==> config.mk <==
export PLATFORM = sky130hd
export DESIGN_NAME = rfcrc_top
export DESIGN_NICKNAME = d
export VERILOG_FILES = /design/src/pkg/rfcrc_pkg.sv /design/src/hdl/rfcrc_preset.sv /design/src/hdl/rfcrc_engine.sv /design/src/hdl/rfcrc_top.sv
export VERILOG_INCLUDE_DIRS = /design/src /design/src/pkg
export SDC_FILE = /design/constraint.sdc
export NUM_CORES = 1
export LEC_CHECK = 0
export ABC_CLOCK_PERIOD_IN_PS = 2920
export BUFFER_PORTS_ARGS = -buffer_cell sky130_fd_sc_hd__buf_2
export CORE_MARGIN = 3
export CORE_UTILIZATION = 30
export CTS_BUF_LIST = sky130_fd_sc_hd__clkbuf_16
export CTS_CLUSTER_DIAMETER = 30
export DETAILED_ROUTE_END_ITERATION = 16
export GPL_ROUTABILITY_DRIVEN = 0
export GPL_TIMING_DRIVEN = 0
export PLACE_DENSITY = 0.52
export SKIP_CTS_REPAIR_TIMING = 1
export SYNTH_ARGS = -nofsm -noshare
export SYNTH_HDL_FRONTEND = slang
export SYNTH_SLANG_ARGS = --single-unit
==> constraint.sdc <==
create_clock -name I_MCLK -period 2.92 [get_ports I_MCLK]
set_clock_uncertainty 0.15 [all_clocks]
set_input_delay 0.146 -clock I_MCLK [delete_from_list [all_inputs] [get_ports I_MCLK]]
set_output_delay 0.146 -clock I_MCLK [all_outputs]
set_load 0.01 [all_outputs]
==> src/pkg/rfcrc_params.svh <==
`ifndef RFCRC_PARAMS_SVH
`define RFCRC_PARAMS_SVH
// Behaviour
// - Type code 0/1/2 picks CRC5/CRC8/CRC16
// - Transmit enable appends CRC to frame
// - Transmit invert flips appended CRC bits
// - Transmit preset codes give fixed CRC16 starts
// - Receive preset uses same code mapping
// - CRC8 and CRC5 presets per code
// - Code 6 takes user value from NV area
// - Force-write passes received CRC to FIFO
// - Receive invert checks against inverted CRC
// - Receive enable raises error on mismatch
// - Receive disabled: calculate, error flag untouched

// ----------------------------------------
// Register map
// ----------------------------------------
`define RFCRC_ADDR_TX_CFG 8'h2c
`define RFCRC_ADDR_RX_CFG 8'h2d
`define RFCRC_ADDR_STATUS 8'h70
`define RFCRC_ADDR_MASK 8'h71
`define RFCRC_ADDR_CALC_LO 8'h72
`define RFCRC_ADDR_CALC_HI 8'h73
`define RFCRC_CFG_RESET 8'h00
`define RFCRC_TX_CFG_MASK 8'h7f
`define RFCRC_ST_WIDTH 3
`define RFCRC_ST_TX_DONE 0
`define RFCRC_ST_RX_DONE 1
`define RFCRC_ST_RX_ERR 2
`define RFCRC_CRC_RESET 16'h0000

// ----------------------------------------
// Preset values
// ----------------------------------------
`define RFCRC_P16_0 16'h0000
`define RFCRC_P16_1 16'h6363
`define RFCRC_P16_2 16'ha671
`define RFCRC_P16_3 16'hfffe
`define RFCRC_P16_7 16'hffff
`define RFCRC_P8_0 8'h00
`define RFCRC_P8_1 8'h12
`define RFCRC_P8_2 8'hbf
`define RFCRC_P8_3 8'hfd
`define RFCRC_P8_7 8'hff
`define RFCRC_P5_0 5'h00
`define RFCRC_P5_1 5'h12
`define RFCRC_P5_7 5'h1f
`define RFCRC_P_UNDEF 16'h0000
`endif

==> src/pkg/rfcrc_pkg.sv <==
package rfcrc_pkg;
  typedef enum logic [1:0] {
    CRC5 = 2'b00,
    CRC8 = 2'b01,
    CRC16 = 2'b10,
    CRC_RSVD = 2'b11
  } rfcrc_type_t;

  typedef enum logic [2:0] {
    PRE_0 = 3'b000,
    PRE_1 = 3'b001,
    PRE_2 = 3'b010,
    PRE_3 = 3'b011,
    PRE_4 = 3'b100,
    PRE_5 = 3'b101,
    PRE_USER = 3'b110,
    PRE_7 = 3'b111
  } rfcrc_code_t;

  typedef enum logic {
    TX_PASS = 1'b0,
    TX_APPEND = 1'b1
  } rfcrc_tx_state_t;

  typedef struct packed {
    logic to_fifo;
    rfcrc_code_t init_code;
    rfcrc_type_t poly_sel;
    logic invert;
    logic enable;
  } rfcrc_cfg_t;

  typedef struct packed {
    logic [15:0] crc16;
    logic [7:0] crc8;
    logic [4:0] crc5;
  } rfcrc_user_t;

  typedef struct packed {
    logic valid;
    logic data;
    logic last;
  } rfcrc_stream_t;

  function automatic logic [3:0] rfcrc_msb(input rfcrc_type_t t);
    return (t == CRC5) ? 4'h4 : (t == CRC8) ? 4'h7 : 4'hf;
  endfunction

  function automatic logic [15:0] rfcrc_mask(input rfcrc_type_t t);
    return (t == CRC5) ? 16'h001f : (t == CRC8) ? 16'h00ff :
      (t == CRC16) ? 16'hffff : 16'h0000;
  endfunction
endpackage

==> src/hdl/rfcrc_preset.sv <==
`timescale 1ns/1ps
`include "rfcrc_params.svh"
module rfcrc_preset (
  input wire rfcrc_pkg::rfcrc_type_t i_type,
  input wire rfcrc_pkg::rfcrc_code_t i_code,
  input wire rfcrc_pkg::rfcrc_user_t i_user,
  output logic [15:0] o_preset
);
  // ----------------------------------------
  // Code to start value, per CRC type
  // ----------------------------------------
  always_comb
  begin
    o_preset = `RFCRC_P_UNDEF;
    unique case (i_code)
      rfcrc_pkg::PRE_0:
        o_preset = (i_type == rfcrc_pkg::CRC16) ? `RFCRC_P16_0 :
          (i_type == rfcrc_pkg::CRC8) ? {8'h00, `RFCRC_P8_0} : {11'h000, `RFCRC_P5_0};
      rfcrc_pkg::PRE_1:
        o_preset = (i_type == rfcrc_pkg::CRC16) ? `RFCRC_P16_1 :
          (i_type == rfcrc_pkg::CRC8) ? {8'h00, `RFCRC_P8_1} : {11'h000, `RFCRC_P5_1};
      rfcrc_pkg::PRE_2:
        o_preset = (i_type == rfcrc_pkg::CRC16) ? `RFCRC_P16_2 :
          (i_type == rfcrc_pkg::CRC8) ? {8'h00, `RFCRC_P8_2} : `RFCRC_P_UNDEF;
      rfcrc_pkg::PRE_3:
        o_preset = (i_type == rfcrc_pkg::CRC16) ? `RFCRC_P16_3 :
          (i_type == rfcrc_pkg::CRC8) ? {8'h00, `RFCRC_P8_3} : `RFCRC_P_UNDEF;
      rfcrc_pkg::PRE_4, rfcrc_pkg::PRE_5:
        o_preset = `RFCRC_P_UNDEF;
      rfcrc_pkg::PRE_USER:
        o_preset = (i_type == rfcrc_pkg::CRC16) ? i_user.crc16 :
          (i_type == rfcrc_pkg::CRC8) ? {8'h00, i_user.crc8} : {11'h000, i_user.crc5};
      rfcrc_pkg::PRE_7:
        o_preset = (i_type == rfcrc_pkg::CRC16) ? `RFCRC_P16_7 :
          (i_type == rfcrc_pkg::CRC8) ? {8'h00, `RFCRC_P8_7} : {11'h000, `RFCRC_P5_7};
    endcase
    if (i_type == rfcrc_pkg::CRC_RSVD)
      o_preset = `RFCRC_P_UNDEF;
  end
endmodule

==> src/hdl/rfcrc_engine.sv <==
`timescale 1ns/1ps
`include "rfcrc_params.svh"
module rfcrc_engine #(
  parameter logic [15:0] POLY16 = 16'h1021,
  parameter logic [7:0] POLY8 = 8'h1d,
  parameter logic [4:0] POLY5 = 5'h09
) (
  input wire logic i_clk,
  input wire logic i_rst_n,
  input wire logic i_ce,
  input wire logic i_load,
  input wire logic i_shift,
  input wire logic i_bit,
  input wire rfcrc_pkg::rfcrc_type_t i_type,
  input wire logic [15:0] i_preset,
  output logic [15:0] o_crc
);
  logic [15:0] next_crc;

  // ----------------------------------------
  // Bit-serial shift, MSB first
  // ----------------------------------------
  always_comb
  begin
    logic [15:0] base;
    logic [15:0] poly;
    logic fb;
    base = i_load ? i_preset : o_crc;
    poly = POLY16;
    fb = 1'b0;
    if (i_type == rfcrc_pkg::CRC5)
      poly = {11'h000, POLY5};
    else if (i_type == rfcrc_pkg::CRC8)
      poly = {8'h00, POLY8};
    fb = base[rfcrc_pkg::rfcrc_msb(i_type)] ^ i_bit;
    next_crc = base;
    if (i_shift)
      next_crc = ({base[14:0], 1'b0} ^ (fb ? poly : 16'h0000)) &
        rfcrc_pkg::rfcrc_mask(i_type);
  end

  always_ff @(posedge i_clk or negedge i_rst_n)
  begin
    if (!i_rst_n)
      o_crc <= `RFCRC_CRC_RESET;
    else if (i_ce)
      o_crc <= next_crc;
  end
endmodule

==> src/hdl/rfcrc_top.sv <==
// Local design decision: the strobed register port.
`timescale 1ns/1ps
`include "rfcrc_params.svh"
module rfcrc_top (
  input wire logic I_MCLK,
  input wire logic I_RST_N,
  input wire logic I_CE,
  input wire logic [7:0] I_ADDR,
  input wire logic [7:0] I_WDATA,
  input wire logic I_WR,
  input wire logic I_RD,
  output logic [7:0] O_RDATA,
  output logic O_IRQ,
  input wire rfcrc_pkg::rfcrc_user_t I_USER_PRESET,
  input wire logic I_TX_START,
  input wire rfcrc_pkg::rfcrc_stream_t I_TX,
  output logic O_TX_READY,
  output rfcrc_pkg::rfcrc_stream_t O_TX,
  output logic O_TX_CRC,
  input wire logic I_RX_START,
  input wire rfcrc_pkg::rfcrc_stream_t I_RX,
  input wire logic I_RX_CRC,
  output rfcrc_pkg::rfcrc_stream_t O_RX,
  output logic O_RX_CRC,
  output logic O_RX_DONE,
  output logic O_RX_CRC_ERR
);
  // ----------------------------------------
  // Reset release
  // ----------------------------------------
  logic rst_meta;
  logic rst_n;

  always_ff @(posedge I_MCLK or negedge I_RST_N)
  begin
    if (!I_RST_N)
    begin
      rst_meta <= 1'b0;
      rst_n <= 1'b0;
    end
    else if (I_CE)
    begin
      rst_meta <= 1'b1;
      rst_n <= rst_meta;
    end
  end

  // ----------------------------------------
  // Registers
  // ----------------------------------------
  rfcrc_pkg::rfcrc_cfg_t tx_cfg, next_tx_cfg, rx_cfg, next_rx_cfg;
  logic [`RFCRC_ST_WIDTH-1:0] status, next_status, irq_mask, next_irq_mask;
  logic [7:0] next_rdata;
  logic [15:0] tx_crc, rx_crc;
  logic tx_done, rx_pend, next_rx_err;

  always_comb
  begin
    next_tx_cfg = tx_cfg;
    next_rx_cfg = rx_cfg;
    next_irq_mask = irq_mask;
    next_status = status;
    next_rdata = 8'h00;
    if (I_WR)
    begin
      case (I_ADDR)
        `RFCRC_ADDR_TX_CFG: next_tx_cfg = rfcrc_pkg::rfcrc_cfg_t'(I_WDATA & `RFCRC_TX_CFG_MASK);
        `RFCRC_ADDR_RX_CFG: next_rx_cfg = rfcrc_pkg::rfcrc_cfg_t'(I_WDATA);
        `RFCRC_ADDR_MASK: next_irq_mask = I_WDATA[`RFCRC_ST_WIDTH-1:0];
        default: next_irq_mask = irq_mask;
      endcase
    end
    if (I_RD)
    begin
      case (I_ADDR)
        `RFCRC_ADDR_TX_CFG: next_rdata = tx_cfg;
        `RFCRC_ADDR_RX_CFG: next_rdata = rx_cfg;
        `RFCRC_ADDR_STATUS:
        begin
          next_rdata = 8'(status);
          next_status = '0;
        end
        `RFCRC_ADDR_MASK: next_rdata = 8'(irq_mask);
        `RFCRC_ADDR_CALC_LO: next_rdata = rx_crc[7:0];
        `RFCRC_ADDR_CALC_HI: next_rdata = rx_crc[15:8];
        default: next_rdata = 8'h00;
      endcase
    end
    // Set wins over read clear
    next_status[`RFCRC_ST_TX_DONE] = next_status[`RFCRC_ST_TX_DONE] | tx_done;
    next_status[`RFCRC_ST_RX_DONE] = next_status[`RFCRC_ST_RX_DONE] | rx_pend;
    next_status[`RFCRC_ST_RX_ERR] = next_status[`RFCRC_ST_RX_ERR] | next_rx_err;
  end

  always_ff @(posedge I_MCLK or negedge rst_n)
  begin
    if (!rst_n)
    begin
      tx_cfg <= `RFCRC_CFG_RESET;
      rx_cfg <= `RFCRC_CFG_RESET;
      irq_mask <= '0;
      status <= '0;
      O_RDATA <= 8'h00;
    end
    else if (I_CE)
    begin
      tx_cfg <= next_tx_cfg;
      rx_cfg <= next_rx_cfg;
      irq_mask <= next_irq_mask;
      status <= next_status;
      O_RDATA <= next_rdata;
    end
  end

  assign O_IRQ = |(status & irq_mask);

  // ----------------------------------------
  // Start values and CRC engines
  // ----------------------------------------
  logic [15:0] tx_preset, rx_preset;
  logic tx_load, tx_shift, rx_load, rx_shift;

  rfcrc_preset u_tx_preset (
    .i_type(tx_cfg.poly_sel),
    .i_code(tx_cfg.init_code),
    .i_user(I_USER_PRESET),
    .o_preset(tx_preset)
  );

  rfcrc_preset u_rx_preset (
    .i_type(rx_cfg.poly_sel),
    .i_code(rx_cfg.init_code),
    .i_user(I_USER_PRESET),
    .o_preset(rx_preset)
  );

  rfcrc_engine u_tx_engine (
    .i_clk(I_MCLK),
    .i_rst_n(rst_n),
    .i_ce(I_CE),
    .i_load(tx_load),
    .i_shift(tx_shift),
    .i_bit(I_TX.data),
    .i_type(tx_cfg.poly_sel),
    .i_preset(tx_preset),
    .o_crc(tx_crc)
  );

  rfcrc_engine u_rx_engine (
    .i_clk(I_MCLK),
    .i_rst_n(rst_n),
    .i_ce(I_CE),
    .i_load(rx_load),
    .i_shift(rx_shift),
    .i_bit(I_RX.data),
    .i_type(rx_cfg.poly_sel),
    .i_preset(rx_preset),
    .o_crc(rx_crc)
  );

  // ----------------------------------------
  // Transmit path
  // ----------------------------------------
  rfcrc_pkg::rfcrc_tx_state_t tx_state, next_tx_state;
  rfcrc_pkg::rfcrc_stream_t next_tx_out;
  logic [3:0] tx_cnt, next_tx_cnt;
  logic next_tx_is_crc, tx_take, tx_crc_bit, tx_append_on;

  assign O_TX_READY = I_CE && rst_n && (tx_state == rfcrc_pkg::TX_PASS);
  assign tx_take = O_TX_READY && I_TX.valid;
  assign tx_load = O_TX_READY && I_TX_START;
  assign tx_shift = tx_take;
  assign tx_crc_bit = tx_crc[tx_cnt];
  assign tx_append_on = tx_cfg.enable && (tx_cfg.poly_sel != rfcrc_pkg::CRC_RSVD);

  always_comb
  begin
    next_tx_state = tx_state;
    next_tx_cnt = tx_cnt;
    next_tx_out = '0;
    next_tx_is_crc = 1'b0;
    tx_done = 1'b0;
    unique case (tx_state)
      rfcrc_pkg::TX_PASS:
      begin
        if (tx_take)
        begin
          next_tx_out.valid = 1'b1;
          next_tx_out.data = I_TX.data;
          next_tx_out.last = I_TX.last && !tx_append_on;
          tx_done = I_TX.last && !tx_append_on;
          if (I_TX.last && tx_append_on)
          begin
            next_tx_state = rfcrc_pkg::TX_APPEND;
            next_tx_cnt = rfcrc_pkg::rfcrc_msb(tx_cfg.poly_sel);
          end
        end
      end
      rfcrc_pkg::TX_APPEND:
      begin
        next_tx_out.valid = 1'b1;
        next_tx_out.data = tx_crc_bit ^ tx_cfg.invert;
        next_tx_out.last = (tx_cnt == 4'h0);
        next_tx_is_crc = 1'b1;
        next_tx_cnt = tx_cnt - 4'h1;
        if (tx_cnt == 4'h0)
        begin
          next_tx_state = rfcrc_pkg::TX_PASS;
          tx_done = 1'b1;
        end
      end
    endcase
  end

  always_ff @(posedge I_MCLK or negedge rst_n)
  begin
    if (!rst_n)
    begin
      tx_state <= rfcrc_pkg::TX_PASS;
      tx_cnt <= 4'h0;
      O_TX <= '0;
      O_TX_CRC <= 1'b0;
    end
    else if (I_CE)
    begin
      tx_state <= next_tx_state;
      tx_cnt <= next_tx_cnt;
      O_TX <= next_tx_out;
      O_TX_CRC <= next_tx_is_crc;
    end
  end

  // ----------------------------------------
  // Receive path
  // ----------------------------------------
  rfcrc_pkg::rfcrc_stream_t next_rx_out;
  logic [15:0] rx_rcv, next_rx_rcv, rx_mask, rx_expect;
  logic next_rx_pend, next_rx_is_crc, rx_mismatch;

  assign rx_load = I_RX_START;
  assign rx_shift = I_RX.valid && !I_RX_CRC;
  assign rx_mask = rfcrc_pkg::rfcrc_mask(rx_cfg.poly_sel);
  assign rx_expect = rx_crc ^ {16{rx_cfg.invert}};
  assign rx_mismatch = (rx_rcv & rx_mask) != (rx_expect & rx_mask);

  always_comb
  begin
    next_rx_rcv = rx_rcv;
    if (I_RX_START)
      next_rx_rcv = '0;
    if (I_RX.valid && I_RX_CRC)
      next_rx_rcv = {next_rx_rcv[14:0], I_RX.data};
    next_rx_pend = I_RX.valid && I_RX.last;
    next_rx_out.valid = I_RX.valid && (!I_RX_CRC || rx_cfg.to_fifo);
    next_rx_out.data = I_RX.data;
    next_rx_out.last = I_RX.last;
    next_rx_is_crc = I_RX.valid && I_RX_CRC;
    next_rx_err = rx_pend && rx_cfg.enable && rx_mismatch;
  end

  always_ff @(posedge I_MCLK or negedge rst_n)
  begin
    if (!rst_n)
    begin
      rx_rcv <= 16'h0000;
      rx_pend <= 1'b0;
      O_RX <= '0;
      O_RX_CRC <= 1'b0;
      O_RX_DONE <= 1'b0;
      O_RX_CRC_ERR <= 1'b0;
    end
    else if (I_CE)
    begin
      rx_rcv <= next_rx_rcv;
      rx_pend <= next_rx_pend;
      O_RX <= next_rx_out;
      O_RX_CRC <= next_rx_is_crc;
      O_RX_DONE <= rx_pend;
      O_RX_CRC_ERR <= next_rx_err;
    end
  end
endmodule

## Word-level counts from Yosys, hierarchy flattened

Cells that the tools add are included.

| cells by class | value |
|---|---|
| add/sub/neg operators | 1 |
| bitwise logic cells | 15 |
| div/mod/pow operators | 0 |
| shift operators | 0 |
| equality and inequality tests | 30 |
| magnitude comparators | 3 |
| reduce and logical (&&, ||, !) cells | 30 |
| $mul | 0 |
| mux-type cells | 67 |

Operators with widths:

| operator | count |
|---|---|
| 16-bit 2-to-1 mux | 22 |
| 16-bit case mux with 6 select lines | 2 |
| 13-bit 2-to-1 mux | 6 |
| 8-bit 2-to-1 mux | 9 |
| 16-bit bitwise AND | 4 |
| 8-bit case mux with 6 select lines | 1 |
| 16-bit XOR | 3 |
| 8-bit by 7-bit equality test with 1-bit output (second input constant) | 4 |
| 15-bit 2-to-1 mux | 2 |
| 3-bit equality test (second input constant) | 8 |
| 4-bit 2-to-1 mux | 6 |
| 8-bit by 6-bit equality test with 1-bit output (second input constant) | 2 |
| 16-bit inequality test | 1 |
| 4-bit by 5-bit < comparator with 1-bit output (second input constant) | 3 |
| 1-bit logical AND | 13 |
| 1-bit binary-select mux with 4-bit select | 3 |
| 3-bit by 2-bit equality test with 1-bit output (second input constant) | 4 |
| 3-bit AND reduction | 4 |
| 1-bit 2-to-1 mux | 9 |
| 3-bit 2-to-1 mux | 3 |
| 3-bit OR reduction | 3 |
| 2-bit equality test (second input constant) | 4 |
| 4-bit case mux with 2 select lines | 1 |
| 3-bit by 1-bit equality test with 1-bit output (second input constant) | 2 |
| other kinds (17) | 27 |

| storage, ports and cells | value |
|---|---|
| word-level logic and storage cells | 177 |
| memories | 0 |
| input port bits | 59 |
| RAM bits | 0 |
| register bits | 95 |
| latch bits | 0 |
| bits in read-only memories | 0 |
| output and inout port bits | 20 |

## Depth between registers and ports, before layout

Gate-level depths: netlist (run 1).

| depth | value |
|---|---|
| depth in word-level cells | 13 |
| mapped depth | 11 |

## Hierarchy

A second synthesis (run 1) with hierarchy kept.

| second synthesis, totals | value |
|---|---|
| cells, all modules | 838 |
| area total of the unflattened synthesis | 7564.8 µm² |

By module, submodules not included:

| module | sequential area each (µm²) | cells each | times used | area each (µm²) |
|---|---|---|---|---|
| rfcrc_top | 1576.5 | 346 | 1 | 3663.5 |
| rfcrc_engine | 400.4 | 151 | 2 | 1337.5 |
| rfcrc_preset | 0.0 | 95 | 2 | 613.1 |

## Worst setup path before layout (run 1)

Ideal clock, no wire load.

| path | value |
|---|---|
| kind | register to register |
| from | register rst_n |
| to | register u_tx_engine.o_crc[4] |
| stages on the path, launching flop included | 8 |
| buffers on the path | 0 |
| clock period less this slack | 4449 ps |
| data arrival time | 4173 ps |
| slack | -1529 ps |
| path through | dfrtp_1 nand4b_1 nor3_1 o21ai_1 a32oi_1 xor2_1 and3_1 o31ai_1 |

| on the way | value |
|---|---|
| longest elaborated chain between the ends | 11 |
| elaborated cells between the ends (all ways) | 12 |
| classes of those cells | 5 x mux; 3 x bitwise; 4 x reduce/logical |

RTL lines:

| element | RTL line | RTL |
|---|---|---|
| from (decl) | rfcrc_top.sv:32 | `logic rst_n;` |
| from (signal assigned) | rfcrc_top.sv:44 | `rst_n <= rst_meta;` |
| 1-bit logical AND (*) (2 in series) | rfcrc_top.sv:169 | `assign O_TX_READY = I_CE && rst_n && (tx_state == rfcrc_pkg::TX_PASS);` |
| 1-bit logical AND | rfcrc_top.sv:171 | `assign tx_load = O_TX_READY && I_TX_START;` |
| 16-bit 2-to-1 mux | rfcrc_engine.sv:28 | `base = i_load ? i_preset : o_crc;` |
| 1-bit binary-select mux with 4-bit select | rfcrc_engine.sv:35 | `fb = base[rfcrc_pkg::rfcrc_msb(i_type)] ^ i_bit;` |
| 1-bit 2-to-1 mux (implied by the code) | rfcrc_engine.sv:35 |  |
| 1-bit XOR | rfcrc_engine.sv:35 |  |
| 13-bit 2-to-1 mux | rfcrc_engine.sv:38 | `next_crc = ({base[14:0], 1'b0} ^ (fb ? poly : 16'h0000)) &` |
| 16-bit XOR | rfcrc_engine.sv:38 |  |
| 16-bit bitwise AND | rfcrc_engine.sv:38 |  |
| 16-bit 2-to-1 mux (*) | rfcrc_engine.sv:37 | `if (i_shift)` |
| to (signal assigned) | rfcrc_engine.sv:45 | `` o_crc <= `RFCRC_CRC_RESET; `` |
| to (signal assigned) | rfcrc_engine.sv:47 | `o_crc <= next_crc;` |
| to (decl) | rfcrc_engine.sv:16 | `output logic [15:0] o_crc` |

Every way passes the cells marked *; elsewhere a longest branch is shown, timed or not. The select of a mux whose other input is x is not followed.
A chain may end at the register's enable or synchronous reset.

## Worst setup path after layout (run 1)

| path | value |
|---|---|
| from | register tx_cfg[2] in the netlist's numbering |
| to | register u_tx_engine.o_crc[15] |

| on the way | value |
|---|---|
| longest elaborated chain between the ends | 8 |
| elaborated cells between the ends (all ways) | 18 |
| classes of those cells | 3 x eq/ne; 12 x mux; 2 x bitwise; 1 x reduce/logical |

RTL lines:

| element | RTL line | RTL |
|---|---|---|
| from (decl) | rfcrc_top.sv:51 | `rfcrc_pkg::rfcrc_cfg_t tx_cfg, next_tx_cfg, rx_cfg, next_rx_cfg;` |
| from (signal assigned) | rfcrc_top.sv:99 | `` tx_cfg <= `RFCRC_CFG_RESET; `` |
| from (signal assigned) | rfcrc_top.sv:107 | `tx_cfg <= next_tx_cfg;` |
| 2-bit equality test | -- |  |
| 16-bit 2-to-1 mux, or another cell as far along | rfcrc_preset.sv:34 | `` o_preset = (i_type == rfcrc_pkg::CRC16) ? `RFCRC_P16_7 : `` |
| 16-bit case mux with 6 select lines | rfcrc_preset.sv:15 | `unique case (i_code)` |
| 16-bit 2-to-1 mux | rfcrc_preset.sv:37 | `if (i_type == rfcrc_pkg::CRC_RSVD)` |
| 16-bit 2-to-1 mux | rfcrc_engine.sv:28 |  |
| 16-bit XOR | rfcrc_engine.sv:38 |  |
| 16-bit bitwise AND | rfcrc_engine.sv:38 |  |
| 16-bit 2-to-1 mux (*) | rfcrc_engine.sv:37 |  |

Every way passes the cells marked *; elsewhere a longest branch is shown, timed or not.

==> out/metrics.cfg, run 1 <==
[status]
outcome=complete, but fails checks
violations=hold timing

[layout]
mostFrequentLayoutCells=dfrtp_1 (90), buf_2 (86), nand2_1 (57)
area_growth_pct=19.2
fillers=2227
drive_above_1_share_pct=21.1
mostFrequentLayoutCell=dfrtp_1
final_nets=907
utilization_pct=36.9
stdcell_count=1114
diodes=0

[setup_path]
ff2ff_path_depth=8
crit_buf_inv=2
cp-end-kind=flop
critPathMaxStageDelay_ns=0.67
path_class=flop to flop
critPathTopFamily=compound AO/OA/AOI/OAI gates
worstPathArrival_ns=3.00
cp_cell_sequence=inv_1 -> ha_1 -> clkbuf_1 -> and3_1 -> o21ai_0 -> a2111oi_0 -> a21oi_1 -> o21ai_0
r2r_start=tx_cfg[2]
worstPathMaxFanout=10
start_kind=flop
critPathRequiredTime_ns=3.04
r2r-end=u_tx_engine.o_crc[15]
slowest_stage=a2111oi_0
rrSetupSlack_ns=0.04
crit_top_cell=o21ai_0

[pwr]
peakVddDrop_uv=296
p_leak_uw=0.00331
p_total_uw=3430
power_density_mw_per_mm2=435

[worst_hold_path]
min_path_cells=3
hp-start=I_RX[2]
whs_endpoint=rx_pend
hp-class=input pin to flop

[place]
port_buffers=76
hpwlAfterDp_mm=16.8
dp_cells=1081
place_ws_ns=-0.867

[floorplanning]
die_w_um=154
core-area_mm2=0.0214
die_h_um=154
die_area_mm2=0.0239
top_level_ports=79
fp-row-count=53
initial_core_util_pct=31.0

[sta]
finalHoldViolCount=2
rsz0062_at_grt=true
fin_crit_sh_pct=98.5
setup_viol=0
fmax_mhz=348
tightest_slew_ns=0.779
fin_hold_ws_ns=-0.0340
slew_violations=0
setup_ws_ns=0.0429
min_period_ns=2.88
max_slew_margin_pct=48.1

[route]
drc_errors=0
avgViaCountPerCell=5.66
via_count=6305
wl_per_cell_um=20.1
ant_nets=0
detailedRoute.firstIterationViolations=551
totalWireLength_mm=22.4
drt-pass1-iter-count=5

[cts]
clkTransAtPathRegs_ns=0.07
clock_latency_ns=0.35
htreeDepth=3
cts_buffers=9
tritoncts=built
cts_root_buf=clkbuf_16
clockBufferDepth=2
numClockSinks=95

[logic_synthesis]
synth_cell_types=79
syn_inst=730
synth_nets=803
synth-async-reset-ratio_pct=100
avgSynthCellArea_um2=9.06
ys.warnings.count=0
synth_area_mm2=0.00661
synth-seq-cells=95
synth_edf_count=0
synth.yosys.seq_area_share_pct=36.0
ys.flop_type=dfrtp_1

[flow_run]
maxCapViolCount=0

[global_route]
grt_pass1_vias=5854
grt_pass1_wl_mm=34.3
grt_usage_pct=18.2
grt_max_degree=99
antenna_found_initial=0
grt_overflow=0

## worst max path at each step
stage          startpoint               endpoint  slack [ns]  cells past startpoint
6_report        tx_cfg[2]  u_tx_engine.o_crc[15]        0.04                      8
5_1_grt             rst_n   u_tx_engine.o_crc[4]       -0.08                      9
4_1_cts             rst_n   u_tx_engine.o_crc[4]       -0.89                      7
3_5_place_dp        rst_n   u_tx_engine.o_crc[4]       -0.87                      7
3_3_place_gp        rst_n   u_tx_engine.o_crc[4]       -0.88                      7
2_1_floorplan       rst_n   u_tx_engine.o_crc[4]        0.09                      7
## synthesized netlist by cell type (12+ instances only)
cell,count,share of area (%)
o2bb2ai_1,26,3.4
clkbuf_1,34,1.9
ha_1,14,2.6
o21ai_0,41,3.1
inv_1,24,1.4
nand2_1,57,3.2
dfrtp_1,95,36
and3_1,12,1.1
a22oi_1,25,2.8
o22ai_1,15,1.4
nor2_1,48,2.7
mux2_2,30,5.1
nand2b_1,13,1.2
a21o_1,12,1.4
xor2_1,20,2.6
a21oi_1,52,3.9
## logic make-up (layout without fill, tap and decap cells)
group	count (synthesis)	after routing	synth area share, %
buffers and inverters	74	183	4.47
flip-flops	95	95	36.0
AND/OR/NAND/NOR	212	212	17.0
multiplexers	50	50	9.21
XOR/XNOR	29	29	3.84
adder cells (fa/ha/maj)	14	14	2.65
AO/OA/AOI/OAI	256	256	26.9
## worst register-to-register path: stages (launching register included)
cell and delay, ns:
dfrtp_2 0.47, inv_1 0.12, ha_1 0.29, clkbuf_1 0.43
and3_1 0.22, o21ai_0 0.13, a2111oi_0 0.67, a21oi_1 0.12
o21ai_0 0.19
## metrics by stage
step	hold slack, ns	instance area [µm²]	setup TNS (ns)
after floorplan	-0.300	6620	0
after global placement	-0.215	7340	-10.82
after detailed placement	-0.216	7340	-10.46
after CTS	-0.598	7640	-11.21
after global routing	0.00105	7880	-0.0985
final	-0.0340	7880	0
## routing by layer
metal	up-vias	global-route usage [%]	share of wire, %
li1	2949	-	-
met3	26	2.07	6.0
met5	-	0	0
met1	3113	27.8	48
met4	0	5.09	1.6
met2	217	26.9	44
## sequential cells by signal, summed over array words and instances, names as in the netlist, 4 cells and up
register and flops:
O_RDATA 8, tx_cnt 4, rx_rcv 16, u_tx_engine.o_crc 16, tx_cfg 7, u_rx_engine.o_crc 16
rx_cfg 8
## area by class of cell
cell class / instances / area (µm²) / share of cell area, %
Sequential cell: 95 / 2390 / 30.3
Inverter: 25 / 93.8 / 1.19
Multi-Input combinational cell: 561 / 3980 / 50.5
Buffer: 49 / 205 / 2.60
Tap cell: 275 / 344 / 4.36
Clock buffer: 9 / 225 / 2.86
Timing Repair Buffer: 93 / 576 / 7.30
Clock inverter: 7 / 70.1 / 0.889
## power breakdown
part           leakage (µW)  internal (µW)  switching [µW]
logic               0.00194            300             389
registers           0.00122           1410             123
clock network      0.000151            666             542
total               0.00331           2380            1050
No activity file was read; power rests on OpenSTA's default activity.
==> run 2: changes to the inputs <==
- ABC_CLOCK_PERIOD_IN_PS: 2920 -> 3300
- CAP_MARGIN: not set -> 15
- CORE_MARGIN: 3 -> not set
- PLACE_DENSITY: 0.52 -> 0.51
- clock period: 2.92 -> 3.3 ns (I/O delays scaled with it)
==> run 2 against run 1 <==
- the flow now finishes without violations
- combinational power shrank 13%
- via count shrank 0.97%
- cell count shrank 0.27%
- register-to-register slack gained 0.27 ns
- sequential share of layout area grew 0.062 points
- hold slack gained 0.047 ns
- setup slack gained 0.27 ns
- total power shrank 7.7%
- sequential power shrank 11%
- design area shrank 0.41%
- first-iteration DRC count shrank 9.8%
- core utilization is essentially flat
- largest power group unchanged
- highest routed layer unchanged
==> out/metrics.cfg, run 2 (synthesized netlist as in run 1, its figures left out) <==
[worst_hold_path]
hp-class=input pin to flop
hp-start=I_TX[2]
min_path_cells=3
whs_endpoint=O_TX[2]

[cts]
tritoncts=built
numClockSinks=95
clockBufferDepth=2
clkTransAtPathRegs_ns=0.07
clock_latency_ns=0.35
cts_root_buf=clkbuf_16
htreeDepth=3
cts_buffers=9

[sta]
setup_viol=0
slew_violations=0
finalHoldViolCount=0
fin_crit_sh_pct=90.6
fmax_mhz=334
max_slew_margin_pct=48.0
tightest_slew_ns=0.781
min_period_ns=2.99

[route]
wl_per_cell_um=19.8
drc_errors=0
highest_layer=met4
via_count=6244
met2_length_mm=9.49
dr_wl_met3_mm=1.29
wl_met1_mm=10.8
avgViaCountPerCell=5.62
drt-pass1-iter-count=5
totalWireLength_mm=22.0
ant_nets=0
detailedRoute.firstIterationViolations=497

[layout]
fillers=2203
multiInputGateArea_mm2=0.00395
final_nets=904
mostFrequentLayoutCell=dfrtp_1
biggestRegsByFlops=rx_rcv (16), u_rx_engine.o_crc (16), u_tx_engine.o_crc (16)
area_growth_pct=18.7
drive_above_1_share_pct=19.3
utilization_pct=36.9
regArea_mm2=0.00238
diodes=0
mostFrequentLayoutCells=dfrtp_1 (94), buf_2 (87), nand2_1 (57)

[global_route]
grt_max_degree=67
grt_pass1_vias=5697
grt_pass1_wl_mm=33.9
grt_overflow=0
antenna_found_initial=0
grt_usage_pct=20.0

[setup_path]
critPathRequiredTime_ns=3.44
cp-end-kind=flop
r2r-end=u_tx_engine.o_crc[2]
start_kind=flop
worstPathMaxFanout=66
rrSetupSlack_ns=0.31
ff2ff_path_depth=7
r2r_start=rst_n
worstPathArrival_ns=3.13
path_class=flop to flop

[pwr]
peakVddDrop_uv=234
p_leak_uw=0.00330
power_density_mw_per_mm2=404
p_total_uw=3170

[floorplanning]
die_h_um=150
initial_core_util_pct=31.1
core-area_mm2=0.0213
top_level_ports=79
die_w_um=150
die_area_mm2=0.0226
fp-row-count=53

[place]
port_buffers=76
hpwlAfterDp_mm=16.9

[flow_run]
maxCapViolCount=0

[status]
outcome=completed

==> run 2: changes by cell type in the layout (fill, tap and decap cells not counted), moves of 2 or more <==
cell / before / now
dfrtp_1: 90 / 94
ha_1: 12 / 14
clkinv_2: 2 / 0
bufinv_16: 1 / 3
dfrtp_2: 4 / 0
clkinv_1: 1 / 3
buf_4: 5 / 1
==> run 2: power breakdown <==
group	switching (µW)	internal, µW	total (µW)
combinational	340	261	600
clock	465	744	1210
sequential	111	1250	1360
==> run 2: through the flow <==
stage	setup WS [ns]	hold WS (ns)	setup TNS (ns)	instance area, µm²	instances
6_report	0.309	0.0127	0	7850	1111
3_5_place_dp	0.0681	-0.195	0	7370	1082
3_3_place_gp	-0.473	-0.198	-3.86	7340	1081
2_1_floorplan	0.474	-0.281	0	6620	730
4_1_cts	0.0425	-0.576	0	7710	1098
5_1_grt	-0.00112	0.0179	-0.00112	7850	1111
==> run 2: worst max-delay path by stage <==
| stage | startpoint | to | slack, ns | cells past startpoint |
|---|---|---|---|---|
| after floorplan | rst_n | u_tx_engine.o_crc[4] | 0.47 | 7 |
| after global placement | rst_n | u_tx_engine.o_crc[4] | -0.47 | 7 |
| after detailed placement | rst_n | u_tx_engine.o_crc[4] | 0.07 | 8 |
| after CTS | rst_n | u_tx_engine.o_crc[4] | 0.04 | 8 |
| after global routing | rst_n | u_tx_engine.o_crc[4] | -0.001 | 8 |
| final | rst_n | u_tx_engine.o_crc[2] | 0.31 | 7 |
==> run 2: routing by layer <==
layer / vias to the layer above / track usage [%]
met4: 0 / 6.52
met2: 211 / 28.6
met1: 3076 / 30.8
met3: 16 / 2.09
li1: 2941 / -
met5: - / 0
==> run 2: area by class of cell <==
class	count	area share, %
Multi-Input combinational cell	561	50.2
Sequential cell	95	30.3
Timing Repair Buffer	90	6.92
Tap cell	275	4.38
Clock buffer	9	2.87
Buffer	49	2.57
Clock inverter	7	1.50
Inverter	25	1.20
==> run 2: critical path, cell delays in order, from the launching register on <==
cell and delay [ns]:
dfrtp_4 0.62, buf_16 0.34, nand4b_1 0.41, clkbuf_1 0.38, a2111oi_0 0.49, a21oi_1 0.14
a211o_1 0.30, nand3_1 0.06
==> run 3: changes to the inputs <==
- PLACE_DENSITY: 0.51 -> 0.5
- SYNTH_HIERARCHICAL: not set -> 1
==> run 3 against run 2 <==
- combinational power increased by 27%
- design area rose by 13%
- fmax fell by 1.9%
- critical endpoint is now u_rx_engine/o_crc[0]
- total power increased by 1.9%
- global-route usage decreased by 1.3 points
- the flow now finishes with violations (hold timing)
- register-to-register slack worse by 0.06 ns
- largest power group unchanged
- first-iteration DRC count increased by 25%
- hold slack lost 0.014 ns
- cell count rose by 15%
==> out/metrics.cfg, run 3 <==
[pwr]
peakVddDrop_uv=205
p_leak_uw=0.00372
power_density_mw_per_mm2=363
switchingPower_uw=1080
seqPwrFrac_pct=42.9
comb_power_share_pct=23.6
power.internal_uw=2150
p_clk_share_pct=33.4
p_sw_share_pct=33.3

[logic_synthesis]
synth-async-reset-ratio_pct=100
ys.warnings.count=6
synth_cell_types=66
synth_nets=920
synth.yosys.seq_area_share_pct=31.4
ys.flop_type=dfrtp_1
synth_edf_count=0
synth_mux_area_share_pct=13.0
synth_area_mm2=0.00756
syn_inst=838
synthDominantCellAreaShare_pct=31.4
synth-seq-cells=95
yosys.area_share.simple_pct=17.2
yosys.area.top_type=dfrtp_1
synth_top_family_by_area=compound AO/OA/AOI/OAI gates
synth_fa_ha_area_share_pct=3.80
synth_xor_area_share_pct=3.36
netlist_top_cells_count=dfrtp_1 (95), nand2_1 (66), o21ai_0 (52)
synth-compound-area-share_pct=24.6
synth_area_leaders=dfrtp_1 (31%), mux2i_1 (6.1%), ha_1 (3.8%), o21ai_0 (3.4%), nand2_1 (3.3%)
avgSynthCellArea_um2=9.03
yosysMostFrequentCell=dfrtp_1

[sta]
rsz0062_at_grt=false
fin_hold_ws_ns=-0.00137
finalHoldViolCount=1
slew_violations=0
min_period_ns=3.05
setup_ws_ns=0.252
max_slew_margin_pct=40.6
fmax_mhz=328
tightest_slew_ns=0.882
fin_crit_sh_pct=92.4
setup_viol=0

[setup_path]
crit_buf_inv=1
rrSetupSlack_ns=0.25
path_class=flop to flop
r2r_start=rx_cfg[2]
start_kind=flop
critPathMaxStageDelay_ns=0.54
cp-end-kind=flop
worstPathMaxFanout=12
r2r-end=u_rx_engine/o_crc[0]
worstPathArrival_ns=3.14
cp_cell_sequence=inv_1 -> ha_1 -> and2b_1 -> and2_1 -> o21ai_0 -> a21oi_1 -> mux2i_1 -> a22oi_1 -> a2111oi_0 -> or3_1
ff2ff_path_depth=10
path_depth=10
critPathRequiredTime_ns=3.39
critPathTopFamily=simple AND/OR/NAND/NOR gates
slowest_stage=dfrtp_2

[global_route]
antenna_found_initial=0
grt_usage_pct=18.6
grt_max_degree=62
grt_pass1_vias=6517
grt_pass1_wl_mm=37.8
grt_overflow=0

[route]
detailedRoute.firstIterationViolations=619
totalWireLength_mm=24.1
ant_nets=0
avgViaCountPerCell=5.44
drt-pass1-iter-count=5
drc_errors=0
wl_per_cell_um=18.9
via_count=6935

[layout]
biggestRegsByFlops=rx_rcv (16), u_rx_engine/o_crc (16), u_tx_engine/o_crc (16)
mostFrequentLayoutCells=buf_2 (91), dfrtp_1 (90), nand2_1 (66)
diodes=0
area_growth_pct=17.8
drive_above_1_share_pct=19.2
fillers=2550
final_nets=1028
mostFrequentLayoutCell=buf_2

[floorplanning]
core-area_mm2=0.0245
die_w_um=161
initial_core_util_pct=30.8
die_area_mm2=0.0259
die_h_um=161
fp-row-count=57
top_level_ports=79

[cts]
clockBufferDepth=2
cts_root_buf=clkbuf_16
clock_latency_ns=0.37
numClockSinks=95
cts_buffers=9
clkTransAtPathRegs_ns=0.08
htreeDepth=3
tritoncts=built

[flow_run]
maxCapViolCount=0

[worst_hold_path]
hp-class=input pin to flop
hp-start=I_RX[2]
min_path_cells=3
whs_endpoint=O_RX[2]

[place]
port_buffers=76
place_ws_ns=-0.220
hpwlAfterDp_mm=18.2

[status]
outcome=complete, but fails checks
violations=hold timing

## run 3: changes by cell type after synthesis, sizes merged, moves of 12 or more
cell    previous run  this run
mux2i             11        50
a31oi              3        16
o221ai             3        18
o21a               8        20
xnor2              9        23
nor2              48        27
xor2              20         6
buf               15        30
inv               24        42
nand3             12        27
## run 3: area by class of cell
class	instances	area, µm²	area share (%)
Sequential cell	95	2390	26.8
Buffer	65	342	3.83
Tap cell	324	405	4.55
Clock inverter	7	72.6	0.815
Timing Repair Buffer	97	616	6.91
Multi-Input combinational cell	636	4700	52.8
Clock buffer	9	225	2.53
Inverter	42	158	1.77
## run 3: worst register-to-register path, stage by stage (launching register included)
cell,delay [ns]
dfrtp_2,0.54
inv_1,0.15
ha_1,0.30
and2b_1,0.26
and2_1,0.18
o21ai_0,0.10
a21oi_1,0.28
mux2i_1,0.23
a22oi_1,0.26
a2111oi_0,0.13
or3_1,0.37
## run 3: per-layer routing
layer / part of all wire (%) / up-vias / global-route usage [%]
met5: 0 / - / 0
met4: 2.0 / 0 / 4.80
met3: 3.7 / 31 / 2.12
met2: 47 / 176 / 30.4
met1: 48 / 3376 / 26.1
li1: - / 3352 / -
## run 3: power groups by stage
stage	clock, µW	sequential [µW]	combinational (µW)
after floorplan	0	1360	538
after global placement	0	1410	741
after detailed placement	0	1410	742
after CTS	1120	1390	745
after global routing	1160	1400	844
final	1080	1390	763
## run 3: stage by stage
step | cells | power, µW | setup TNS (ns) | util [%] | cell area, µm²
detailed placement | 1239 | 2150 | -0.792 | 34.2 | 8380
finish | 1275 | 3230 | 0 | 36.3 | 8910
CTS | 1255 | 3250 | -0.899 | 35.4 | 8680
global placement | 1238 | 2150 | -2.03 | 34.1 | 8350
floorplan | 838 | 1900 | 0 | - | 7570
global route | 1275 | 3400 | 0 | 36.3 | 8910
## run 3: cell families after synthesis
| group | count (synthesis) |
|---|---|
| AOI/OAI and AO/OA | 272 |
| adders and majority gates | 23 |
| and+or+nand+nor | 231 |
| buffers and inverters | 107 |
| xor gates and xnor gates | 29 |
| muxes | 81 |
| DFF | 95 |
## run 3: how the worst max path moves through the flow
stage | startpoint | to | slack (ns)
finish | rx_cfg[2] | u_rx_engine/o_crc[0] | 0.25
global route | tx_cfg[2] | u_tx_engine/o_crc[0] | 0.04
CTS | rx_cfg[2] | u_rx_engine/o_crc[2] | -0.26
detailed placement | rx_cfg[2] | u_rx_engine/o_crc[2] | -0.22
global placement | rx_cfg[2] | u_rx_engine/o_crc[2] | -0.23
floorplan | rst_n | u_tx_engine/o_crc[4] | 0.37
